$ cat config.mk
export PLATFORM = sky130hd
export DESIGN_NAME = swh_power_seq
export DESIGN_NICKNAME = d
export VERILOG_FILES = /design/src/pkg/swh_pkg.sv /design/src/rtl/swh_sync2.sv /design/src/rtl/swh_idle_timer.sv /design/src/rtl/swh_power_seq.sv
export VERILOG_INCLUDE_DIRS = /design/src /design/src/pkg
export SDC_FILE = /design/constraint.sdc
export NUM_CORES = 1
export LEC_CHECK = 0
export BUFFER_PORTS_ARGS = -buffer_cell sky130_fd_sc_hd__buf_4
export CAP_MARGIN = 20
export CORE_ASPECT_RATIO = 0.8
export CORE_MARGIN = 4
export CORE_UTILIZATION = 51
export DETAILED_ROUTE_END_ITERATION = 7
export PLACE_DENSITY = 0.78
export SYNTH_ARGS = -nofsm -noshare
export SYNTH_HDL_FRONTEND = slang
export SYNTH_SLANG_ARGS = --single-unit
$ cat constraint.sdc
create_clock -name ref_clk -period 2.4 [get_ports ref_clk]
set_clock_uncertainty 0.1 [all_clocks]
set_input_delay 0 -clock ref_clk [delete_from_list [all_inputs] [get_ports ref_clk]]
set_output_delay 0 -clock ref_clk [all_outputs]
set_load 0.01 [all_outputs]
$ cat src/pkg/swh_defs.svh
// Constant definitions for the sleep and wake handshake block.
`ifndef SWH_DEFS_SVH
`define SWH_DEFS_SVH

// =====================================================================
// Timing
// =====================================================================
`define SWH_CLK_PERIOD_PS   25000
`define SWH_IDLE_W          16
`define SWH_WAKE_SETTLE_NS  100
`define SWH_WAKE_SETTLE_CYC ((`SWH_WAKE_SETTLE_NS * 1000 + `SWH_CLK_PERIOD_PS - 1) / `SWH_CLK_PERIOD_PS)
`define SWH_EVT_W           16

// =====================================================================
// Reset values and power-down bit positions
// =====================================================================
`define SWH_WAKE_POL_RST    1'b0
`define SWH_RFPD_ALL        4'hF
`define SWH_RFPD_TX         0
`define SWH_RFPD_RX         1
`define SWH_RFPD_PLL        2
`define SWH_RFPD_PA         3

`endif

$ cat src/pkg/swh_pkg.sv
// Types shared by the sleep and wake handshake block.
package swh_pkg;

    typedef enum logic [1:0] {
        SWH_WAKE_PINS,
        SWH_WAKE_UART,
        SWH_WAKE_SPI
    } swh_mode_t;

    typedef enum logic [2:0] {
        SWH_OFF,
        SWH_AWAKE,
        SWH_SLEEP,
        SWH_EVENT,
        SWH_SETTLE
    } swh_state_t;

endpackage

$ cat src/rtl/swh_sync2.sv
// Two-stage synchroniser for a single asynchronous level.
`timescale 1ns/1ps
module swh_sync2 (
    // Clock and reset
    input  wire logic ref_clk,
    input  wire logic rst_n,
    input  wire logic clk_en,
    // Level
    input  wire logic async_in,
    input  wire logic rst_val,
    output logic      sync_out
);
    logic stage1;

    always_ff @(posedge ref_clk or negedge rst_n)
    begin
        if (!rst_n)
        begin
            stage1   <= 1'b1;
            sync_out <= 1'b1;
        end
        else if (clk_en)
        begin
            stage1   <= async_in;
            sync_out <= stage1;
        end
    end

    // The reset value is fixed high; rst_val is kept for documentation of intent only.
    logic unused_rst_val;
    assign unused_rst_val = rst_val;
endmodule // swh_sync2

$ cat src/rtl/swh_idle_timer.sv
// Counter that flags the serial select idle for a programmed time.
`timescale 1ns/1ps
`include "swh_defs.svh"
module swh_idle_timer (
    // Clock and reset
    input  wire logic                   ref_clk,
    input  wire logic                   rst_n,
    input  wire logic                   clk_en,
    // Control
    input  wire logic                   enable,
    input  wire logic                   select_active,
    input  wire logic [`SWH_IDLE_W-1:0] idle_limit,
    // Result
    output logic                        idle_expired
);
    logic [`SWH_IDLE_W-1:0] count;
    wire                    at_limit = (count >= idle_limit);

    always_ff @(posedge ref_clk or negedge rst_n)
    begin
        if (!rst_n)
        begin
            count        <= '0;
            idle_expired <= 1'b0;
        end
        else if (clk_en)
        begin
            if (!enable || select_active)
            begin
                count        <= '0;
                idle_expired <= 1'b0;
            end
            else if (!at_limit)
            begin
                count <= count + `SWH_IDLE_W'(1);
            end
            else
            begin
                idle_expired <= 1'b1;
            end
        end
    end
endmodule // swh_idle_timer

$ cat src/rtl/swh_power_seq.sv
// Sleep, wake and power sequencing control for the transceiver and baseband core.
`timescale 1ns/1ps
`include "swh_defs.svh"
module swh_power_seq (
    // Clock and reset
    input  wire logic                   ref_clk,
    input  wire logic                   rst_n,
    input  wire logic                   clk_en,
    // Power pins
    input  wire logic                   reg_enable,
    // Wake pins from host
    input  wire logic                   device_wake_in,
    input  wire logic                   uart_rts_n,
    input  wire logic                   serial_select_n,
    // Configuration
    input  wire swh_pkg::swh_mode_t     wake_mode,
    input  wire logic                   wake_polarity,
    input  wire logic                   host_wake_polarity,
    input  wire logic                   refclk_req_polarity,
    input  wire logic                   sleep_enable,
    input  wire logic                   spi_idle_sleep_en,
    input  wire logic [`SWH_IDLE_W-1:0] spi_idle_time,
    input  wire logic [`SWH_EVT_W-1:0]  event_interval,
    input  wire logic [`SWH_EVT_W-1:0]  event_length,
    // Baseband requests
    input  wire logic                   sleep_cmd,
    input  wire logic                   session_active,
    input  wire logic                   lowpower_conn,
    input  wire logic                   host_attention,
    input  wire logic                   data_pending,
    input  wire logic                   host_asleep,
    input  wire logic                   low_power_osc_tick,
    input  wire logic [3:0]             pkt_rf_on,
    // Outputs to host
    output logic                        host_wake_out,
    output logic                        host_wake_oe,
    output logic                        uart_cts_n,
    output logic                        uart_cts_oe,
    output logic                        serial_attn,
    output logic                        serial_attn_oe,
    output logic                        refclk_req,
    output logic                        refclk_req_oe,
    // Power controls
    output logic                        core_clk_gate_n,
    output logic                        periph_power_en,
    output logic                        retention_en,
    output logic                        transports_idle,
    output logic [3:0]                  rf_power_down,
    output logic                        reinit_req,
    // Status
    output logic                        awake,
    output swh_pkg::swh_state_t         seq_state
);
    // =====================================================================
    // Input synchronisers
    // =====================================================================
    logic wake_pin_s;
    logic rts_s;
    logic select_n_s;
    logic reg_en_s;

    swh_sync2 u_sync_wake (
        .ref_clk  (ref_clk),
        .rst_n    (rst_n),
        .clk_en   (clk_en),
        .async_in (device_wake_in),
        .rst_val  (1'b1),
        .sync_out (wake_pin_s)
    );
    swh_sync2 u_sync_rts (
        .ref_clk  (ref_clk),
        .rst_n    (rst_n),
        .clk_en   (clk_en),
        .async_in (uart_rts_n),
        .rst_val  (1'b1),
        .sync_out (rts_s)
    );
    swh_sync2 u_sync_sel (
        .ref_clk  (ref_clk),
        .rst_n    (rst_n),
        .clk_en   (clk_en),
        .async_in (serial_select_n),
        .rst_val  (1'b1),
        .sync_out (select_n_s)
    );
    // Regulator enable is synchronised too; its reset value is low so that
    // leaving reset always walks through the power-up settle.
    logic reg_en_q1;
    always_ff @(posedge ref_clk or negedge rst_n)
    begin
        if (!rst_n)
        begin
            reg_en_q1 <= 1'b0;
            reg_en_s  <= 1'b0;
        end
        else if (clk_en)
        begin
            reg_en_q1 <= reg_enable;
            reg_en_s  <= reg_en_q1;
        end
    end

    // =====================================================================
    // Wake request decode
    // =====================================================================
    logic wake_pol_q;
    // Polarity follows wake_polarity every cycle while powered; a regulator cycle returns it to active low.
    always_ff @(posedge ref_clk or negedge rst_n)
    begin
        if (!rst_n)
            wake_pol_q <= `SWH_WAKE_POL_RST;
        else if (clk_en)
            wake_pol_q <= reg_en_s ? wake_polarity : `SWH_WAKE_POL_RST;
    end

    wire pin_wake   = (wake_pin_s == wake_pol_q);
    wire uart_wake  = !rts_s;
    wire spi_select = !select_n_s;
    wire host_wake_req = (wake_mode == swh_pkg::SWH_WAKE_PINS) ? pin_wake  :
                         (wake_mode == swh_pkg::SWH_WAKE_UART) ? uart_wake :
                         spi_select;

    // =====================================================================
    // SPI idle detection
    // =====================================================================
    logic spi_idle;
    wire  spi_mode = (wake_mode == swh_pkg::SWH_WAKE_SPI);

    swh_idle_timer u_idle (
        .ref_clk       (ref_clk),
        .rst_n         (rst_n),
        .clk_en        (clk_en),
        .enable        (spi_mode && spi_idle_sleep_en),
        .select_active (spi_select),
        .idle_limit    (spi_idle_time),
        .idle_expired  (spi_idle)
    );

    // =====================================================================
    // Sleep criteria
    // =====================================================================
    // In SPI mode the idle timer stands in for the host command.
    wire sleep_wanted = spi_mode ? (spi_idle_sleep_en && spi_idle)
                                 : (sleep_enable && sleep_cmd);
    wire may_sleep = sleep_wanted && !host_wake_req;
    wire use_timer = session_active || lowpower_conn;

    // =====================================================================
    // Sequencer
    // =====================================================================
    swh_pkg::swh_state_t     state;
    swh_pkg::swh_state_t     next_state;
    logic [`SWH_EVT_W-1:0]   evt_cnt;
    logic [`SWH_EVT_W-1:0]   next_evt_cnt;
    localparam int           SETTLE_CYC = `SWH_WAKE_SETTLE_CYC;
    logic [7:0]              settle_cnt;
    wire                     tick = low_power_osc_tick;

    always_comb
    begin
        next_state   = state;
        next_evt_cnt = evt_cnt;
        unique case (state)
            swh_pkg::SWH_OFF:
                if (reg_en_s)
                    next_state = swh_pkg::SWH_SETTLE;
            swh_pkg::SWH_SETTLE:
                if (settle_cnt >= 8'(SETTLE_CYC))
                    next_state = swh_pkg::SWH_AWAKE;
            swh_pkg::SWH_AWAKE:
            begin
                next_evt_cnt = '0;
                if (may_sleep)
                    next_state = swh_pkg::SWH_SLEEP;
            end
            swh_pkg::SWH_SLEEP:
            begin
                if (host_wake_req)
                    next_state = swh_pkg::SWH_AWAKE;
                else if (use_timer && tick)
                begin
                    if (evt_cnt >= event_interval)
                    begin
                        next_evt_cnt = '0;
                        next_state   = swh_pkg::SWH_EVENT;
                    end
                    else
                        next_evt_cnt = evt_cnt + `SWH_EVT_W'(1);
                end
            end
            swh_pkg::SWH_EVENT:
            begin
                // A host wake during the event keeps the device up afterwards.
                if (host_wake_req || !may_sleep)
                    next_state = swh_pkg::SWH_AWAKE;
                else if (tick)
                begin
                    if (evt_cnt >= event_length)
                    begin
                        next_evt_cnt = '0;
                        next_state   = swh_pkg::SWH_SLEEP;
                    end
                    else
                        next_evt_cnt = evt_cnt + `SWH_EVT_W'(1);
                end
            end
            // Unused codes fall back to off and take the power-up path again.
            default:
                next_state = swh_pkg::SWH_OFF;
        endcase
        if (!reg_en_s)
            next_state = swh_pkg::SWH_OFF;
    end

    always_ff @(posedge ref_clk or negedge rst_n)
    begin
        if (!rst_n)
        begin
            state      <= swh_pkg::SWH_OFF;
            evt_cnt    <= '0;
            settle_cnt <= '0;
        end
        else if (clk_en)
        begin
            state      <= next_state;
            evt_cnt    <= next_evt_cnt;
            settle_cnt <= (state == swh_pkg::SWH_SETTLE) ? settle_cnt + 8'(1) : '0;
        end
    end

    // =====================================================================
    // Decoded power state
    // =====================================================================
    wire is_off    = (state == swh_pkg::SWH_OFF);
    wire is_sleep  = (state == swh_pkg::SWH_SLEEP);
    wire is_active = (state == swh_pkg::SWH_AWAKE) || (state == swh_pkg::SWH_EVENT);
    wire need_ref  = !is_off && !is_sleep;
    wire alert     = is_active && host_attention;
    wire spi_attn  = spi_mode && host_asleep && data_pending && !is_off;
    wire cts_wake  = is_active && host_attention;
    // RF blocks are only powered inside packet windows of an active state.
    wire [3:0] next_rfpd = is_active ? ~pkt_rf_on : `SWH_RFPD_ALL;

    // =====================================================================
    // Registered outputs
    // =====================================================================
    always_ff @(posedge ref_clk or negedge rst_n)
    begin
        if (!rst_n)
        begin
            host_wake_out   <= 1'b0;
            uart_cts_n      <= 1'b1;
            serial_attn     <= 1'b0;
            refclk_req      <= 1'b0;
            core_clk_gate_n <= 1'b0;
            periph_power_en <= 1'b0;
            retention_en    <= 1'b0;
            transports_idle <= 1'b1;
            rf_power_down   <= `SWH_RFPD_ALL;
            reinit_req      <= 1'b0;
        end
        else if (clk_en)
        begin
            host_wake_out   <= host_wake_polarity ? alert : !alert;
            uart_cts_n      <= !cts_wake;
            serial_attn     <= spi_attn;
            refclk_req      <= refclk_req_polarity ? need_ref : !need_ref;
            core_clk_gate_n <= is_active;
            periph_power_en <= is_active;
            retention_en    <= is_sleep;
            transports_idle <= !is_active;
            rf_power_down   <= next_rfpd;
            reinit_req      <= (state == swh_pkg::SWH_SETTLE);
        end
    end

    // Output enables drop during shutdown so every pin floats.
    assign host_wake_oe   = !is_off;
    assign uart_cts_oe    = !is_off && (wake_mode == swh_pkg::SWH_WAKE_UART);
    assign serial_attn_oe = !is_off && spi_mode;
    assign refclk_req_oe  = !is_off;
    assign awake          = is_active;
    assign seq_state      = state;
endmodule // swh_power_seq

==> out/results.tsv, run 1 <==
stage	metric	value	unit
min_path	min-delay-start	spi_idle_sleep_en	
place	port_buffers	93	
critical_path	r2r_end	seq_state[1]	
sta	worst_pin_slew	0.903	ns
floorplan	core_area	9110	sq um
yosys	synth_top_family_by_area	simple AND/OR/NAND/NOR gates	
clock_tree	cts_tree	done	
clock_tree	cts-root-buf	clkbuf_16	
sta	fmax	399	MHz
floorplan	start_util	52.7	%
global_routing	antenna_found_initial	0	
cells_and_area	final_cells	836	
floorplan	dieArea	11000	sq um
yosys	avgSynthCellArea	8.72	sq um
flow_run	drv_cap	0	
yosys	async_flop_share	100	%
sta	post-route-period-util	104	%
power_and_ir_drop	p_per_area	566	nW/um^2
cells_and_area	final_cell_area	6910	sq um
critical_path	arrival	2.60	ns
sta	rsz0062_at_grt	true	
clock_tree	cts_buffer_depth	2	
detailed_routing	routedWlPerCell	17.1	microns
min_path	hp-class	primary input to flop	
floorplan	die_w	116	microns
global_routing	grt_first_pass_wirelength	21900	microns
critical_path	r2r-start	evt_cnt[11]	
clock_tree	clkSlewWorstSetupHoldPaths	0.06	ns
cells_and_area	n_antenna_cell	0	
cells_and_area	syn_to_final_growth	43.9	%
outcome	failed_checks	setup timing	
yosys	synthAdderAreaFrac	13.5	%
sta	maxSlewHeadroom	39.6	%
yosys	synth_fp_nets	676	
place	placedCellCount	786	
place	hpwl	9660	microns
yosys	synth_edf_count	0	
yosys	yosysWarnings	0	
floorplan	num_rows	31	
yosys	syn_inst	551	
critical_path	reg2regPathDepth	8	
global_routing	grt_pass1_vias	4752	
clock_tree	cts_buffers	9	
global_routing	track_usage	24.5	%
clock_tree	htree_levels	3	
critical_path	critPathKind	flop to flop	
sta	fin_ws	-0.104	ns
yosys	synth_top_area_share	27.6	%
place	place_ws	-0.210	ns
sta	slew_viol_final	0	
clock_tree	clock_sinks	65	
detailed_routing	vias	4979	
power_and_ir_drop	leakagePower	3.23	nW
yosys	yosys.area_share.simple	20.3	%
power_and_ir_drop	irDropWorstVdd	515	uV
sta	tns	-0.876	ns
detailed_routing	drt-initial-drc-count	451	
critical_path	r2r_slack	-0.10	ns
place	place_area	5860	sq um
detailed_routing	postRouteAntennaNets	0	
cells_and_area	layout-drive-gt1-share	35.2	%
floorplan	ios	94	
detailed_routing	drc	0	
sta	hold_viol	0	
global_routing	overflow	0	
critical_path	cp-end-kind	flop	
clock_tree	clock_latency	0.33	ns
yosys	synth_flop_cell	dfrtp_1	
sta	setup-violations-final	17	
yosys	synth.area.top_cells	dfrtp_1 28%, ha_1 14%, dfstp_2 6.6%	
critical_path	cp.required	2.50	ns
sta	fin_crit	2.50	ns
detailed_routing	dr.pass1.iters	7	
yosys	seq_area_frac_synth	34.2	%
critical_path	cp_max_fo	3	
cells_and_area	nNetsFinal	841	
yosys	synth.area.mux_share	2.94	%
yosys	synth-compound-area-share	19.6	%
cells_and_area	fillers	578	
min_path	whs_endpoint	u_idle.count[2]	
outcome	outcome	finished, violations left	
yosys	synth_cell_types	70	
yosys	syn-cell-area	4800	sq um
floorplan	fp.dieH	94.8	microns
global_routing	grt_max_degree	66	
yosys	synth_area_leader_cell	dfrtp_1	
power_and_ir_drop	p_total	3.91	mW
min_path	holdPathStages	5	
critical_path	setup.worst_path.start_class	flop	
yosys	ys_ff_latch	65	
detailed_routing	routed_wl	14300	microns
detailed_routing	viasPerCell	5.96	
yosys	synthXorXnorAreaFrac	1.46	%
place	place_congestion	0.883	
## sequential cells by signal, indices dropped and copies added, names as in the netlist, 3 cells and up
name           count
evt_cnt           16
u_idle.count      16
settle_cnt         8
rf_power_down      4
seq_state          3
## final cells by class
class	instances	area (sq um)	share of cell area, %
clock buffer	10	239	3.46
clock inverter	6	90.1	1.30
multi-input combinational	401	3160	45.7
timing repair buffer	172	1390	20.0
inverter	67	251	3.64
sequential	65	1640	23.8
tap	115	144	2.08
## what timing repair did
| item | CTS | global route |
|---|---|---|
| hold endpoints to repair | 73 | 0 |
| pin swaps | 16 | 40 |
| resized for setup | 19 | 54 |
| buffers inserted | 2 | 14 |
| setup endpoints to repair | 29 | 37 |
| cloned | 0 | 1 |
| hold buffers | 17 | 0 |
## cell usage after synthesis (all sizes together) (3+ instances only)
master,count
dfstp,12
a21oi,26
xor2,5
nor2b,4
nor2,33
clkbuf,6
xnor2,3
o21ai,35
or2,4
or3,11
a2111oi,3
and4,3
o211ai,19
o31ai,3
nand2,58
and3,8
nor3,8
dfrtp,53
a31oi,7
inv,66
o2111ai,3
o221ai,7
mux2,9
o21a,7
nand2b,5
buf,13
a211oi,6
nand4,15
mux2i,4
nand3,27
and2,3
or4,7
a21o,3
ha,52
## per-stage QoR
| step | utilization (%) | hold WS (ns) |
|---|---|---|
| 6_report | 75.8 | 0.0192 |
| 5_1_grt | 75.8 | 0.0851 |
| 4_1_cts | 71.1 | 0.00501 |
| 3_5_place_dp | 64.3 | 0.0509 |
| 3_3_place_gp | 64.3 | 0.0443 |
| 2_1_floorplan | - | -0.396 |
## worst max-delay path by stage
| stage | from | to |
|---|---|---|
| 2_1_floorplan | evt_cnt[13] | evt_cnt[9] |
| 3_3_place_gp | evt_cnt[0] | evt_cnt[2] |
| 3_5_place_dp | evt_cnt[0] | evt_cnt[2] |
| 4_1_cts | evt_cnt[11] | seq_state[2] |
| 5_1_grt | evt_cnt[14] | seq_state[1] |
| 6_report | evt_cnt[11] | seq_state[1] |
## critical path, stage by stage (launching register included)
cell     delay (ns)
dfrtp_1        0.41
ha_4           0.28
nand4_1        0.14
nor3_2         0.24
or4b_4         0.50
buf_6          0.14
a32oi_4        0.26
a311o_1        0.22
nand3_1        0.08
## cell usage in the layout, fill, tap and decap left out, types with 4 or more instances in the layout
master / count
buf_4: 147
inv_1: 66
nand2_1: 58
dfrtp_1: 51
ha_1: 44
nor2_1: 30
nand3_1: 25
o21ai_0: 23
a21oi_1: 20
o211ai_1: 18
dlygate4sd3_1: 17
nand4_1: 15
dfstp_2: 12
mux2_2: 9
clkbuf_16: 9
ha_4: 8
or4_1: 7
and3_1: 7
a31oi_1: 7
o21a_1: 7
o21ai_1: 6
or3_1: 6
o21ai_2: 5
xor2_1: 5
a211oi_1: 5
nor3_1: 5
a21oi_2: 5
buf_6: 5
nand2b_1: 4
mux2i_1: 4
o221ai_2: 4
nor2b_1: 4
or3_4: 4
## cells by family after synthesis
group | Yosys count
AND/OR/NAND/NOR | 192
AO/OA/AOI/OAI | 135
buffers and inverters | 86
flip-flops | 65
adder cells (fa/ha/maj) | 52
multiplexers | 13
XOR/XNOR | 8
## layer usage
metal  GRT usage (%)  vias to the layer above  part of all wire [%]
li1                -                     2321                     -
met1            32.2                     2389                    41
met2            40.3                      224                    48
met3            5.83                       45                   8.2
met4            6.86                        0                   2.5
met5               0                        -                     0
## power by group
group	internal, mW	total (mW)	switching [mW]
sequential	1.22	1.30	0.0871
clock	0.940	1.43	0.492
combinational	0.547	1.18	0.629
Note: power is estimated with default switching activity, not from simulation.
==> inputs of run 2 (changes only) <==
- CTS_CLUSTER_DIAMETER: unset -> 30
- REMOVE_ABC_BUFFERS: unset -> 1
==> out/results.tsv, run 2 (synthesis results as in run 1) <==
stage	metric	value	unit	change
clock_tree	cts_buffers	9		unchanged
clock_tree	clkSlewWorstSetupHoldPaths	0.06	ns	about the same
outcome	failed_checks	setup timing		
global_routing	grt_first_pass_wirelength	22200	microns	+1.5%
critical_path	crit_slowest_cell	or4b_4		
detailed_routing	topRoutingLayerUsed	met4		
critical_path	critPathBufInv	1		unchanged
place	place_congestion	0.873		-1.2%
floorplan	num_rows	31		unchanged
sta	maxSlewHeadroom	42.9	%	+3.3 points
place	placedCellCount	785		-0.13%
critical_path	cp.required	2.49	ns	about the same
clock_tree	cts_tree	done		
detailed_routing	dr.pass1.iters	6		-1
cells_and_area	layout-drive-gt1-share	32.8	%	-2.4 points
min_path	hp-class	primary input to flop		
place	port_buffers	93		unchanged
detailed_routing	drc	0		unchanged
global_routing	track_usage	25.0	%	+0.55 points
detailed_routing	routed_wl	13700	microns	-4.1%
detailed_routing	drt-initial-drc-count	398		-12%
critical_path	path_cells	ha_1, nand4_1, nor3_2, or4b_4, and3_4, buf_12, o2111ai_4, o221ai_2		
floorplan	start_util	52.7	%	unchanged
clock_tree	htree_levels	3		unchanged
detailed_routing	wl_met2	6470	microns	-5.8%
detailed_routing	postRouteAntennaNets	0		unchanged
power_and_ir_drop	p_total	3.78	mW	-3.3%
critical_path	path_depth	8		unchanged
critical_path	max_stage_delay	0.50	ns	about the same
detailed_routing	routedWlPerCell	16.3	microns	-4.2%
sta	rsz0062_at_grt	true		
clock_tree	clock_sinks	65		unchanged
detailed_routing	dr_wl_met3	1180	microns	+1.7%
cells_and_area	final_cell_mix	149 x buf_4, 66 x inv_1, 58 x nand2_1		
critical_path	r2r_slack	-0.16	ns	-0.06 ns
sta	hold_viol	0		unchanged
critical_path	cp-end-kind	flop		
global_routing	grt_max_degree	66		unchanged
critical_path	arrival	2.65	ns	+0.05 ns
global_routing	antenna_found_initial	0		unchanged
place	place_area	5870	sq um	about the same
cells_and_area	final_common_cell	buf_4		
power_and_ir_drop	irDropWorstVdd	424	uV	-18%
detailed_routing	vias	4922		-1.1%
sta	fin_crit	2.56	ns	+0.0593 ns
power_and_ir_drop	leakagePower	3.21	nW	-0.68%
flow_run	drv_cap	0		unchanged
sta	fmax	390	MHz	-2.3%
sta	post-route-period-util	107	%	+2.5 points
sta	slew_viol_final	0		unchanged
floorplan	fp.dieH	94.8	microns	unchanged
critical_path	setup.worst_path.start_class	flop		
floorplan	die_w	116	microns	unchanged
sta	whs	0.0908	ns	+0.0717 ns
sta	setup-violations-final	17		unchanged
clock_tree	cts-root-buf	clkbuf_16		
critical_path	critPathKind	flop to flop		
sta	worst_pin_slew	0.856	ns	-0.0468 ns
min_path	holdPathStages	6		+1
floorplan	dieArea	11000	sq um	unchanged
global_routing	grt_pass1_vias	4757		+0.11%
cells_and_area	syn_to_final_growth	41.2	%	
cells_and_area	reg_top3	evt_cnt: 16 flops, u_idle.count: 16 flops, settle_cnt: 8 flops		
floorplan	core_area	9110	sq um	unchanged
detailed_routing	drt-met1-wl	5820	microns	-1.1%
floorplan	ios	94		unchanged
detailed_routing	viasPerCell	5.88		-1.3%
critical_path	cp_top_family	simple AND/OR/NAND/NOR gates		
sta	fin_ws	-0.163	ns	-0.0593 ns
cells_and_area	n_antenna_cell	0		unchanged
cells_and_area	final_cells	837		+0.12%
clock_tree	cts_buffer_depth	2		unchanged
outcome	outcome	finished, violations left		
critical_path	cp_max_fo	6		+3
critical_path	reg2regPathDepth	8		unchanged
place	hpwl	9430	microns	-2.4%
cells_and_area	nNetsFinal	842		+0.12%
power_and_ir_drop	p_per_area	558	nW/um^2	-1.5%
clock_tree	clock_latency	0.33	ns	about the same
global_routing	overflow	0		unchanged
cells_and_area	final_cell_area	6780	sq um	-1.9%
run 2: worst reg2reg max path: cells and delay by family, from the launching register on:
family	cells	cell delay, ns
compound gates	2	0.35
flops	1	0.38
fa+ha+maj	1	0.30
simple gates	4	1.16
buf+inv	1	0.15
run 2: path summary, 6_finish.rpt:
| kind | startpoint | endpoint |
|---|---|---|
| worst max-delay path | evt_cnt[10] | evt_cnt[12] |
| min in group asynchronous | rst_n | reinit_req |
| worst min register to register | uart_cts_n | uart_cts_n |
| max in group asynchronous | rst_n | evt_cnt[11] |
| worst min-delay path | spi_idle_sleep_en | u_idle.count[2] |
| worst max register to register | evt_cnt[10] | evt_cnt[12] |
run 2: metal layers:
metal | vias up | global-route usage, %
met2 | 232 | 41.4
met4 | 0 | 6.47
met3 | 26 | 6.02
li1 | 2335 | -
met5 | - | 0
met1 | 2329 | 32.9
run 2: per-stage QoR:
stage	worst slack, ns	TNS [ns]	util, %
floorplan	-0.0379	-0.170	-
global route	-0.248	-3.04	74.4
global placement	-0.145	-1.80	64.4
detailed placement	-0.227	-2.67	64.4
finish	-0.163	-1.43	74.4
CTS	-0.0959	-0.780	71.6
run 2: what timing repair did:
item	CTS	global route
hold buffers	16	0
setup endpoints to repair	26	35
gates resized for setup	16	29
pin swaps	10	35
endpoints found under the hold margin	66	0
setup buffers	9	8
gates cloned	2	1
run 2: layout make-up:
cell class                 instances  area (sq um)
clock buffer                      11           243
clock inverter                     5          55.1
fill                             623          2330
inverter                          67           251
multi-input combinational        402          3060
sequential                        65          1640
tap                              115           144
timing repair buffer             172          1390
run 2: power by group:
| part | internal, mW | switching [mW] | total [mW] |
|---|---|---|---|
| combinational | 0.553 | 0.626 | 1.18 |
| sequential | 1.22 | 0.0780 | 1.29 |
| clock | 0.828 | 0.480 | 1.31 |
| total | 2.60 | 1.18 | 3.78 |
